--- config.mk ---
export PLATFORM = sky130hd
export DESIGN_NAME = vim_mapper
export DESIGN_NICKNAME = d
export VERILOG_FILES = /design/src/include/vim_pkg.sv /design/src/include/vim_arb_if.sv /design/src/design/vim_arbiter.sv /design/src/design/vim_mapper.sv
export VERILOG_INCLUDE_DIRS = /design/src /design/src/include
export SDC_FILE = /design/constraint.sdc
export NUM_CORES = 1
export LEC_CHECK = 0
export ABC_AREA = 1
export BUFFER_PORTS_ARGS = -buffer_cell sky130_fd_sc_hd__buf_2
export CAP_MARGIN = 20
export CORE_AREA = 2 2 219 221
export CTS_BUF_LIST = sky130_fd_sc_hd__clkbuf_8
export CTS_CLUSTER_SIZE = 40
export DETAILED_ROUTE_END_ITERATION = 10
export DIE_AREA = 0 0 221 223
export HOLD_SLACK_MARGIN = 0.05
export SYNTH_ARGS = -nofsm -noshare
export SYNTH_HDL_FRONTEND = slang
export SYNTH_SLANG_ARGS = --single-unit
--- constraint.sdc ---
create_clock -name mclk_i -period 4.5 [get_ports mclk_i]
set_input_delay 0.225 -clock mclk_i [delete_from_list [all_inputs] [get_ports mclk_i]]
set_output_delay 0.225 -clock mclk_i [all_outputs]
set_load 0.02 [all_outputs]
--- src/include/vim_map.svh ---
`ifndef VIM_MAP_SVH
`define VIM_MAP_SVH

// ----------------------------------------------------------------------------
// sizes
// ----------------------------------------------------------------------------
`define VIM_NUM_LINES 65
`define VIM_NUM_SYS 16
`define VIM_NUM_CFG_SYS 7
`define VIM_PRIO_BITS 4

// ----------------------------------------------------------------------------
// exception numbers of the fixed-priority slots
// ----------------------------------------------------------------------------
`define VIM_EXC_RESET 7'h01
`define VIM_EXC_NMI 7'h02
`define VIM_EXC_HARD 7'h03

// configurable system exceptions, in sys_req_i order
`define VIM_EXC_MEM 7'h04
`define VIM_EXC_BUS 7'h05
`define VIM_EXC_USAGE 7'h06
`define VIM_EXC_SVC 7'h0b
`define VIM_EXC_DBG 7'h0c
`define VIM_EXC_PENDSV 7'h0e
`define VIM_EXC_TICK 7'h0f

// ----------------------------------------------------------------------------
// fixed priorities, two's complement on five bits
// ----------------------------------------------------------------------------
`define VIM_PRIO_RESET 5'h1d
`define VIM_PRIO_NMI 5'h1e
`define VIM_PRIO_HARD 5'h1f

// ----------------------------------------------------------------------------
// vector table
// ----------------------------------------------------------------------------
`define VIM_LINE_VEC_BASE 32'h00000040

// ----------------------------------------------------------------------------
// shared and named maskable lines
// ----------------------------------------------------------------------------
`define VIM_LINE_SUPPLY 1
`define VIM_LINE_FLASH 4
`define VIM_LINE_USB_CAN 19
`define VIM_LINE_PIN5_9 23
`define VIM_LINE_PIN10_15 40

`endif

--- src/include/vim_pkg.sv ---
`include "vim_map.svh"

package vim_pkg;

   typedef logic signed [4:0] vim_prio_t;
   typedef logic [6:0] vim_num_t;

   // word-aligned slot: exception number times four
   function automatic logic [31:0] vec_of_num(input vim_num_t num);
      return {23'h000000, num, 2'b00};
   endfunction : vec_of_num

   function automatic vim_num_t cfg_sys_num(input int k);
      vim_num_t n;
      n = 7'h00;
      case (k)
         0: n = `VIM_EXC_MEM;
         1: n = `VIM_EXC_BUS;
         2: n = `VIM_EXC_USAGE;
         3: n = `VIM_EXC_SVC;
         4: n = `VIM_EXC_DBG;
         5: n = `VIM_EXC_PENDSV;
         6: n = `VIM_EXC_TICK;
         default: n = 7'h00;
      endcase
      return n;
   endfunction : cfg_sys_num

endpackage : vim_pkg

--- src/include/vim_arb_if.sv ---
`timescale 1ns/1ps
`default_nettype none

interface vim_arb_if #(
   parameter int N_SLOTS = 81
);
   logic [N_SLOTS-1:0] pend;
   vim_pkg::vim_prio_t prio [N_SLOTS];
   logic valid;
   vim_pkg::vim_num_t num;
   vim_pkg::vim_prio_t win_prio;

   modport ctrl (output pend, output prio, input valid, input num, input win_prio);
   modport arb (input pend, input prio, output valid, output num, output win_prio);
endinterface : vim_arb_if

`default_nettype wire

--- src/design/vim_arbiter.sv ---
`timescale 1ns/1ps
`default_nettype none

// ----------------------------------------------------------------------------
// pick the pending slot with the lowest priority value
// ----------------------------------------------------------------------------
// ties go to the lower exception number; a strict compare keeps the first one
module vim_arbiter #(
   parameter int N_SLOTS = 81
) (
   vim_arb_if.arb arb
);

   always_comb begin
      arb.valid = 1'b0;
      arb.num = 7'h00;
      arb.win_prio = 5'sh0f;
      for (int i = 0; i < N_SLOTS; i++) begin
         if (arb.pend[i] && (!arb.valid || arb.prio[i] < arb.win_prio)) begin // see RULE_02
            arb.valid = 1'b1;
            arb.num = 7'(i);
            arb.win_prio = arb.prio[i];
         end
      end
   end

endmodule : vim_arbiter

`default_nettype wire

--- src/design/vim_mapper.sv ---
// How it works
// RULE_01: sixty-five maskable lines 0..64 sit after the sixteen system exception slots.
// RULE_02: each maskable line and configurable exception has a four-bit priority.
// RULE_03: maskable line n fetches its vector from 0x40 plus four times n.
// RULE_04: line 19 is the OR of usb high-priority and can transmit requests.
// RULE_05: pin lines five to nine all pend maskable line 23.
// RULE_06: pin lines ten to fifteen all pend maskable line 40.
// RULE_07: the flash controller global request pends maskable line 4.
// RULE_08: reset, nmi, hard fault have priorities -3, -2, -1, above all others.
`timescale 1ns/1ps
`default_nettype none

`include "vim_map.svh"

module vim_mapper #(
   parameter int NUM_LINES = `VIM_NUM_LINES
) (
   input wire logic mclk_i,
   input wire logic rst_n_i,
   input wire logic [NUM_LINES-1:0] per_req_i,
   input wire logic supply_monitor_req_i,
   input wire logic flash_req_i,
   input wire logic usb_high_prio_req_i,
   input wire logic can_tx_req_i,
   input wire logic [4:0] pin_lines_five_to_nine_req_i,
   input wire logic [5:0] pin_lines_ten_to_fifteen_req_i,
   input wire logic [NUM_LINES-1:0] line_en_i,
   input wire logic [NUM_LINES-1:0][3:0] line_prio_i,
   input wire logic nmi_i,
   input wire logic hard_fault_i,
   input wire logic [`VIM_NUM_CFG_SYS-1:0] sys_req_i,
   input wire logic [`VIM_NUM_CFG_SYS-1:0][3:0] sys_prio_i,
   input wire logic take_i,
   output logic irq_valid_o,
   output logic [6:0] irq_num_o,
   output logic [4:0] irq_prio_o,
   output logic [31:0] vec_addr_o,
   output logic [NUM_LINES-1:0] line_pend_o
);

   localparam int N_SLOTS = `VIM_NUM_SYS + NUM_LINES;

   // -------------------------------------------------------------------------
   // reset release
   // -------------------------------------------------------------------------
   logic [1:0] rst_sync;
   logic [1:0] next_rst_sync;
   logic rst_n;

   always_comb begin
      next_rst_sync = {rst_sync[0], 1'b1};
   end

   always_ff @(posedge mclk_i or negedge rst_n_i) begin
      if (!rst_n_i) begin
         rst_sync <= 2'h0;
      end else begin
         rst_sync <= next_rst_sync;
      end
   end

   assign rst_n = rst_sync[1];

   // -------------------------------------------------------------------------
   // source mapping
   // -------------------------------------------------------------------------
   logic [NUM_LINES-1:0] line_req;
   logic [N_SLOTS-1:0] slot_req;
   logic [N_SLOTS-1:0] slot_en;

   vim_arb_if #(.N_SLOTS(N_SLOTS)) arb_bus ();

   always_comb begin
      line_req = per_req_i;
      line_req[`VIM_LINE_SUPPLY] = supply_monitor_req_i; // see RULE_03
      line_req[`VIM_LINE_FLASH] = flash_req_i; // see RULE_07
      line_req[`VIM_LINE_USB_CAN] = usb_high_prio_req_i | can_tx_req_i; // see RULE_04
      line_req[`VIM_LINE_PIN5_9] = |pin_lines_five_to_nine_req_i; // see RULE_05
      line_req[`VIM_LINE_PIN10_15] = |pin_lines_ten_to_fifteen_req_i; // see RULE_06
   end

   always_comb begin
      slot_req = '0;
      slot_en = '0;
      for (int i = 0; i < N_SLOTS; i++) begin
         arb_bus.prio[i] = 5'sh00;
      end
      // fixed slots cannot be masked and outrank every four-bit level
      slot_en[`VIM_EXC_RESET] = 1'b1;
      slot_req[`VIM_EXC_NMI] = nmi_i;
      slot_en[`VIM_EXC_NMI] = 1'b1;
      slot_req[`VIM_EXC_HARD] = hard_fault_i;
      slot_en[`VIM_EXC_HARD] = 1'b1;
      arb_bus.prio[`VIM_EXC_RESET] = `VIM_PRIO_RESET; // see RULE_08
      arb_bus.prio[`VIM_EXC_NMI] = `VIM_PRIO_NMI; // see RULE_08
      arb_bus.prio[`VIM_EXC_HARD] = `VIM_PRIO_HARD; // see RULE_08
      for (int k = 0; k < `VIM_NUM_CFG_SYS; k++) begin
         slot_req[vim_pkg::cfg_sys_num(k)] = sys_req_i[k];
         slot_en[vim_pkg::cfg_sys_num(k)] = 1'b1;
         arb_bus.prio[vim_pkg::cfg_sys_num(k)] = {1'b0, sys_prio_i[k]}; // see RULE_02
      end
      // line n lives in slot 16+n, so its vector is 0x40 + 4n
      for (int n = 0; n < NUM_LINES; n++) begin
         slot_req[`VIM_NUM_SYS+n] = line_req[n]; // see RULE_01
         slot_en[`VIM_NUM_SYS+n] = line_en_i[n];
         arb_bus.prio[`VIM_NUM_SYS+n] = {1'b0, line_prio_i[n]}; // see RULE_02
      end
   end

   // -------------------------------------------------------------------------
   // pending state
   // -------------------------------------------------------------------------
   logic [N_SLOTS-1:0] pend;
   logic [N_SLOTS-1:0] next_pend;
   logic taken;

   assign taken = take_i & irq_valid_o;

   always_comb begin
      next_pend = pend;
      if (taken) begin
         next_pend[irq_num_o] = 1'b0;
      end
      // a request present in the take cycle keeps its slot pending
      next_pend = next_pend | slot_req;
   end

   always_ff @(posedge mclk_i or negedge rst_n) begin
      if (!rst_n) begin
         pend <= '0;
         pend[`VIM_EXC_RESET] <= 1'b1; // see RULE_08
      end else begin
         pend <= next_pend;
      end
   end

   // masked lines stay pending but are hidden from the arbiter
   assign arb_bus.pend = pend & slot_en;

   vim_arbiter #(.N_SLOTS(N_SLOTS)) u_arbiter (
      .arb(arb_bus)
   );

   // -------------------------------------------------------------------------
   // presented request
   // -------------------------------------------------------------------------
   logic next_valid;
   logic [6:0] next_num;
   logic [4:0] next_prio;
   logic [31:0] next_vec;

   always_comb begin
      // drop the winner in the take cycle; pend is stale until the next edge
      next_valid = arb_bus.valid & ~taken;
      next_num = arb_bus.num;
      next_prio = arb_bus.win_prio;
      next_vec = vim_pkg::vec_of_num(arb_bus.num); // see RULE_03
   end

   always_ff @(posedge mclk_i or negedge rst_n) begin
      if (!rst_n) begin
         irq_valid_o <= 1'b0;
         irq_num_o <= 7'h00;
         irq_prio_o <= 5'h00;
         vec_addr_o <= 32'h00000000;
         line_pend_o <= '0;
      end else begin
         irq_valid_o <= next_valid;
         irq_num_o <= next_num;
         irq_prio_o <= next_prio;
         vec_addr_o <= next_vec;
         line_pend_o <= next_pend[N_SLOTS-1:`VIM_NUM_SYS];
      end
   end

   // -------------------------------------------------------------------------
   // checks
   // -------------------------------------------------------------------------
   logic [NUM_LINES-1:0][3:0] line_prio_q;

   always_ff @(posedge mclk_i) begin
      line_prio_q <= line_prio_i;
   end
endmodule : vim_mapper

`default_nettype wire

# After elaboration in Yosys (flattened, before gate mapping)
# Cells that the tools add are included.
totals:
  register_bits: 161
  input_bits: 445
  output_inout_bits: 110
  wordCells: 584
op_classes:
  order_cmp: 82
  muxes: 245
  n_bitwise: 8
  reduce_logical: 243
ops:
  columns: ["operator", "count"]
  rows:
  - ["$mux W5", 96]
  - ["$lt A5 B5 Y1", 72]
  - ["$mux W6", 32]
  - ["$and A81 B81 Y81", 2]
  - ["$mux W7", 17]
  - ["$mux W1", 83]
  - ["$logic_and A1 B1 Y1", 81]
  - ["$mux W81", 1]
  - ["$not A81 Y81", 1]
  - ["$or A81 B81 Y81", 1]
  - ["$logic_not A1 Y1", 80]
  - ["$logic_or A1 B1 Y1", 80]
  - ["$mux W4", 9]
  - ["$lt A1 B5 Y1 const A", 6]
  - ["$mux W3", 4]
  - ["$lt A7 B8 Y1 const B", 1]
  - ["$demux W1 S7", 1]
  - ["$ge A7 B1 Y1 const B", 1]
  - ["$reduce_or A6 Y1", 1]
  - ["$lt A2 B5 Y1 const A", 1]
  - ["$lt A3 B5 Y1 const A", 1]
  - ["$reduce_or A5 Y1", 1]
  - ["$mux W2", 2]
  - ["$and A1 B1 Y1", 2]
  - ["other kinds (2)", 2]

# Depth between registers and ports, before layout
depth:
  depth_word: 323
  mapped_depth: 705
  depth_no_buf: 686

# By module
# From an unflattened synthesis, not the netlist that was laid out.
unflattened:
  cells_unflattened: 3444
  area_unflattened_um2: 20628.5
by_module_without_submodules:
  columns: ["module", "n_inst", "cells_per_inst", "area_per_inst_um2", "seq_area_each_um2"]
  rows:
  - ["vim_arbiter", 1, 2847, 16310.6, 0.0]
  - ["vim_mapper", 1, 597, 4317.9, 2253.4]

# Least setup slack after synthesis
# Ideal clock, no wire load.
synth_timing:
  kind: "register to register"
  start: "reg pend[2]"
  end: "reg irq_prio_o[0]"
  setup_time_ns: 0.118
  arrival_time_ns: 78.081
  t_required_ns: 4.382
  setup_slack_ns: -73.699
  path_stages_with_launch: 657
  path_buffers: 19
  synth_period_minus_slack_ns: 78.199
  path_cell_list: "dfrtp_1 nor2_2 nand2_2 buf_6 buf_6 clkbuf_8 clkbuf_8 clkbuf_8 clkbuf_8 clkbuf_8 buf_6 clkbuf_8 clkbuf_8 nor2_1 inv_1 nor2_1 ha_1 a21o_1 [621 not listed] nor3_1 a21oi_1 nand3_2 nand2_2 nand2_2 inv_2 nand2_1 nand2_2 inv_1 ha_1 a21oi_1 nor3_1 a21oi_1 nand3_2 nand2_4 nand2_4 nand2_1 nand2_1"
synth_via:
  elab_chain_cells: 315
  word_cells_on_any_way: 471
  classes_between: "order compare (78); mux (157); bitwise (1); reduce/logical (235)"
synth_lines:
  columns: ["item", "line", "text"]
  rows:
  - ["from (decl)", "vim_mapper.sv:113", "logic [N_SLOTS-1:0] pend;"]
  - ["from (signal assigned)", "vim_mapper.sv:133", "pend <= next_pend;"]
  - ["$and A81 B81 Y81 *", "vim_mapper.sv:138", "assign arb_bus.pend = pend & slot_en;"]
  - ["$logic_and A1 B1 Y1 *", "vim_arbiter.sv:19", "if (arb.pend[i] && (!arb.valid || arb.prio[i] < arb.win_prio)) begin"]
  - ["$mux W5 / $mux W1 (equally long branches)", "vim_arbiter.sv:19", null]
  - ["$lt A1 B5 Y1 / $logic_not A1 Y1 (equally long branches)", "vim_arbiter.sv:19", null]
  - ["$logic_or A1 B1 Y1", "vim_arbiter.sv:19", null]
  - ["$logic_and A1 B1 Y1", "vim_arbiter.sv:19", null]
  - ["$mux W5 / $mux W1 (equally long branches)", "vim_arbiter.sv:19", null]
  - ["$lt A5 B5 Y1 / $logic_not A1 Y1 (equally long branches)", "vim_arbiter.sv:19", null]
  - ["[300 not listed]", null, null]
  - ["$logic_or A1 B1 Y1", "vim_arbiter.sv:19", null]
  - ["$logic_and A1 B1 Y1", "vim_arbiter.sv:19", null]
  - ["$mux W5 / $mux W1 (equally long branches)", "vim_arbiter.sv:19", null]
  - ["$lt A5 B5 Y1 / $logic_not A1 Y1 (equally long branches)", "vim_arbiter.sv:19", null]
  - ["$logic_or A1 B1 Y1", "vim_arbiter.sv:19", null]
  - ["$logic_and A1 B1 Y1", "vim_arbiter.sv:19", null]
  - ["$mux W5 *", "vim_arbiter.sv:19", null]
  - ["net arb_bus.win_prio[0]", "vim_arb_if.sv:11", "vim_pkg::vim_prio_t win_prio;"]
  - ["to (signal assigned)", "vim_mapper.sv:170", "irq_prio_o <= next_prio;"]
  - ["to (decl)", "vim_mapper.sv:36", "output logic [4:0] irq_prio_o,"]
# Mark *: on every way through the listed nets, which the timed path passes. The rest lies on a longest branch.

# Final worst setup path
layout_timing:
  start: "reg pend[1]"
  end: "reg irq_prio_o[1]"
layout_via:
  elab_chain_cells: 319
  word_cells_on_any_way: 477
  classes_between: "order compare (79); mux (159); bitwise (1); reduce/logical (238)"
layout_lines:
  columns: ["item", "line"]
  rows:
  - ["$and A81 B81 Y81 *", "vim_mapper.sv:138"]
  - ["$logic_and A1 B1 Y1 *", "vim_arbiter.sv:19"]
  - ["$mux W5 / $mux W1 (equally long branches)", "vim_arbiter.sv:19"]
  - ["$lt A2 B5 Y1 / $logic_not A1 Y1 (equally long branches)", "vim_arbiter.sv:19"]
  - ["$logic_or A1 B1 Y1", "vim_arbiter.sv:19"]
  - ["$logic_and A1 B1 Y1", "vim_arbiter.sv:19"]
  - ["$mux W5 / $mux W1 (equally long branches)", "vim_arbiter.sv:19"]
  - ["$lt A1 B5 Y1 / $logic_not A1 Y1 (equally long branches)", "vim_arbiter.sv:19"]
  - ["[304 not listed]", null]
  - ["$logic_or A1 B1 Y1", "vim_arbiter.sv:19"]
  - ["$logic_and A1 B1 Y1", "vim_arbiter.sv:19"]
  - ["$mux W5 / $mux W1 (equally long branches)", "vim_arbiter.sv:19"]
  - ["$lt A5 B5 Y1 / $logic_not A1 Y1 (equally long branches)", "vim_arbiter.sv:19"]
  - ["$logic_or A1 B1 Y1", "vim_arbiter.sv:19"]
  - ["$logic_and A1 B1 Y1", "vim_arbiter.sv:19"]
  - ["$mux W5 *", "vim_arbiter.sv:19"]
  - ["net arb_bus.win_prio[1]", "vim_arb_if.sv:11"]
# Marks and branches as above.

==> impl_metrics.toml <==
[yosys]
yosysTopAreaCell = "nand2_1"
synth_edf_count = 0
syn_inst = 2740
synth_top_cells_by_area = "nand2_1 (17%), ha_1 (16%), dfrtp_1 (14%)"
synth_area_um2 = 16450
avgSynthCellArea_um2 = 6.003
ys_seq_elements = 90
yosysUniqueCellTypes = 46
synth_top_area_frac = 0.1668
ys_warn_count = 0
synth_top_flop_cell = "dfrtp_1"
synth-async-reset-ratio = 1.000
yosysSeqAreaShare = 0.1370

[power]
p_int_mw = 5.925
power.total_mw = 11.41
clkPwrFrac = 0.059
sw_frac_of_total = 0.4809
seq_power_share = 0.083
switchingPower_mw = 5.490
power_frac_comb = 0.857
power_density_nw_per_um2 = 358.0
ir_drop_mv = 0.3016
static-leakage-power_nw = 16.70

[route]
totalWireLength_mm = 80.82
dr.pass1.iters = 5
drt_iter0_drc = 1163
routedWlPerCell_um = 16.51
remaining_drc_errors = 0
vias = 24210
postRouteAntennaNets = 0
vias_per_cell = 4.945

[clocking]
root_buffer = "clkbuf_8"
cts_tree = "yes"
numCtsBuffers = 9
clk_pin_slew_ns = 0.13
cts_max_path_buffers = 2
h-tree-depth = 3
clock_sink_count = 90
clk_latency_ns = 0.50

[global_route]
grt_max_degree = 70
grt.overflow.total = 0
antenna_found_initial = 17
grt_pass1_vias = 22490
grt_pass1_wl_mm = 114.6
grt_util_all_layers = 0.2915

[min_path]
min_path_cells = 6
hp-start = "line_prio_i[255]"
holdPathEnd = "irq_prio_o[3]"
worst_hold_path_type = "input port to register"

[setup_path]
reg2reg_depth = 657
cp_slowest_stage_delay_ns = 0.58
r2r-end = "irq_prio_o[1]"
r2r_start = "pend[1]"
worst-r2r-setup-slack_ns = -75.22
critPathArrivalTime_ns = 80.11
cp-startpoint = "pend[1]"
cp.required_ns = 4.89
cpMostUsedCell = "nand2_2"
cp_slowest_cell = "dfstp_2"
crit_path_max_fanout = 8
cp-start-kind = "register"
crit_type = "register to register"
endpoint_kind = "register"

[layout]
drive_gt1_frac = 0.5834
design_area_um2 = 31880
syn_to_final_growth_pct = 93.86
nets = 4921
n_fill_cell = 3781
finalNonFillerCells = 4896
layout_common_cells = "buf_4 (937), nand2_1 (543), buf_2 (524), inv_1 (373), nand2_2 (246)"
final_common_cell = "buf_4"
fin_util = 0.6763

[sta]
fmax_ghz = 0.01254
final.period_utilization = 17.71
slew-limit-headroom = 0.2299
finClkSkew_ns = 0.02975
hold_viol = 0
setup_slack_ns = -75.22
setup_viol = 12
finalMaxSlewViolations = 0
tns_ns = -843.17
rsz0062_at_grt = "true"
worst_pin_slew_ns = 1.152
timing.hold.ws_ns = 0.1812
layout_min_cycle_time_ns = 79.72

[floorplanning]
die_w_um = 221
rows = 80
initial_core_util = 0.3489
core_area_um2 = 47150
dieArea_um2 = 49280
die_y_um = 223
num_io_pins = 555

[flow_run]
max_cap_violations = 0

[placement]
dp_hpwl_mm = 58.55
dp_cells = 4552
place_congestion = 0.8914
io_buffers = 524
place_area_um2 = 25380
place_ws_ns = -74.80

[outcome]
violations = "negative setup slack"
status = "complete, but fails checks"
worst max-delay path by stage:
stage                                to  slack, ns
after floorplan           irq_prio_o[0]     -67.65
after global placement    irq_prio_o[2]     -73.83
after detailed placement  irq_prio_o[2]     -74.80
after CTS                 irq_prio_o[2]     -72.57
after global routing      irq_prio_o[1]     -80.13
final                     irq_prio_o[1]     -75.22
per-layer routing:
layer / vias up / routed length [um] / global-route usage
li1: 11930 / - / -
met1: 11220 / 31440 / 0.3422
met2: 813 / 40230 / 0.5242
met3: 237 / 5158 / 0.05057
met4: 10 / 3926 / 0.1167
met5: - / 70 / 0
cells in the mapped netlist (3+ instances only):
master,count
dfrtp_1,89
nand2_1,731
nand2_4,4
clkinv_1,3
clkbuf_8,23
nand4_1,17
o21a_1,6
nand3_2,54
inv_2,5
buf_2,3
ha_1,213
or2_2,12
nor3_1,164
nor4_1,9
buf_4,37
a21oi_1,169
o21ai_0,252
buf_6,8
o31ai_1,4
nand2_2,149
nor2_1,103
inv_1,475
a21o_1,7
nand3_1,174
critical path, delay by kind of cell, from the launching register on:
family                   cells  cell delay (ns)
AO/OA/AOI/OAI              170            23.57
adder cells (fa/ha/maj)     69            16.98
buffers and inverters       59             4.84
flip-flops                   1             0.58
AND/OR/NAND/NOR            359            33.41
power by group through the flow:
stage               Clock (mW)  Combinational, mW  Sequential [mW]
floorplan                    0               4.10            0.982
global placement             0               6.82            0.959
detailed placement           0               6.92            0.958
CTS                      0.676               7.78            0.946
global route             0.703               10.8            0.956
finish                   0.679               9.78            0.952
state kept, by name (all words and copies together) (netlist names):
signal / cells
irq_prio_o: 5
irq_valid_o: 1
line_pend_o: 64
pend: 11
rst_sync: 2
vec_addr_o: 7
timing repair:
| action | CTS | global route |
|---|---|---|
| cloned | 2 | 0 |
| setup endpoints to repair | 12 | 12 |
| buffers inserted | 132 | 96 |
| hold endpoints to repair | 81 | 0 |
| hold buffers | 86 | 0 |
| gates resized for setup | 203 | 623 |
| pin swaps | 102 | 292 |
area by class of cell:
class                      instances  area, um2  share of cell area
sequential                        90       2257             0.07079
inverter                         486       1904             0.05973
tap                              615      769.5             0.02413
clock buffer                      10      137.6            0.004317
multi-input combinational       2115      15980              0.5011
antenna                           13      32.53            0.001020
timing repair buffer            1561      10750              0.3372
clock inverter                     6      55.05            0.001727
cells by family (layout without fill, tap and decap cells):
family / count (synthesis) / count (layout) / synth area share
simple gates: 1423 / 1423 / 0.4025
buf+inv: 559 / 2063 / 0.1548
compound gates: 453 / 453 / 0.1432
fa+ha+maj: 213 / 213 / 0.1620
flops: 90 / 90 / 0.1370
other cells: 2 / 39 / 0.0004566
No activity file was read; power rests on OpenSTA's default activity.
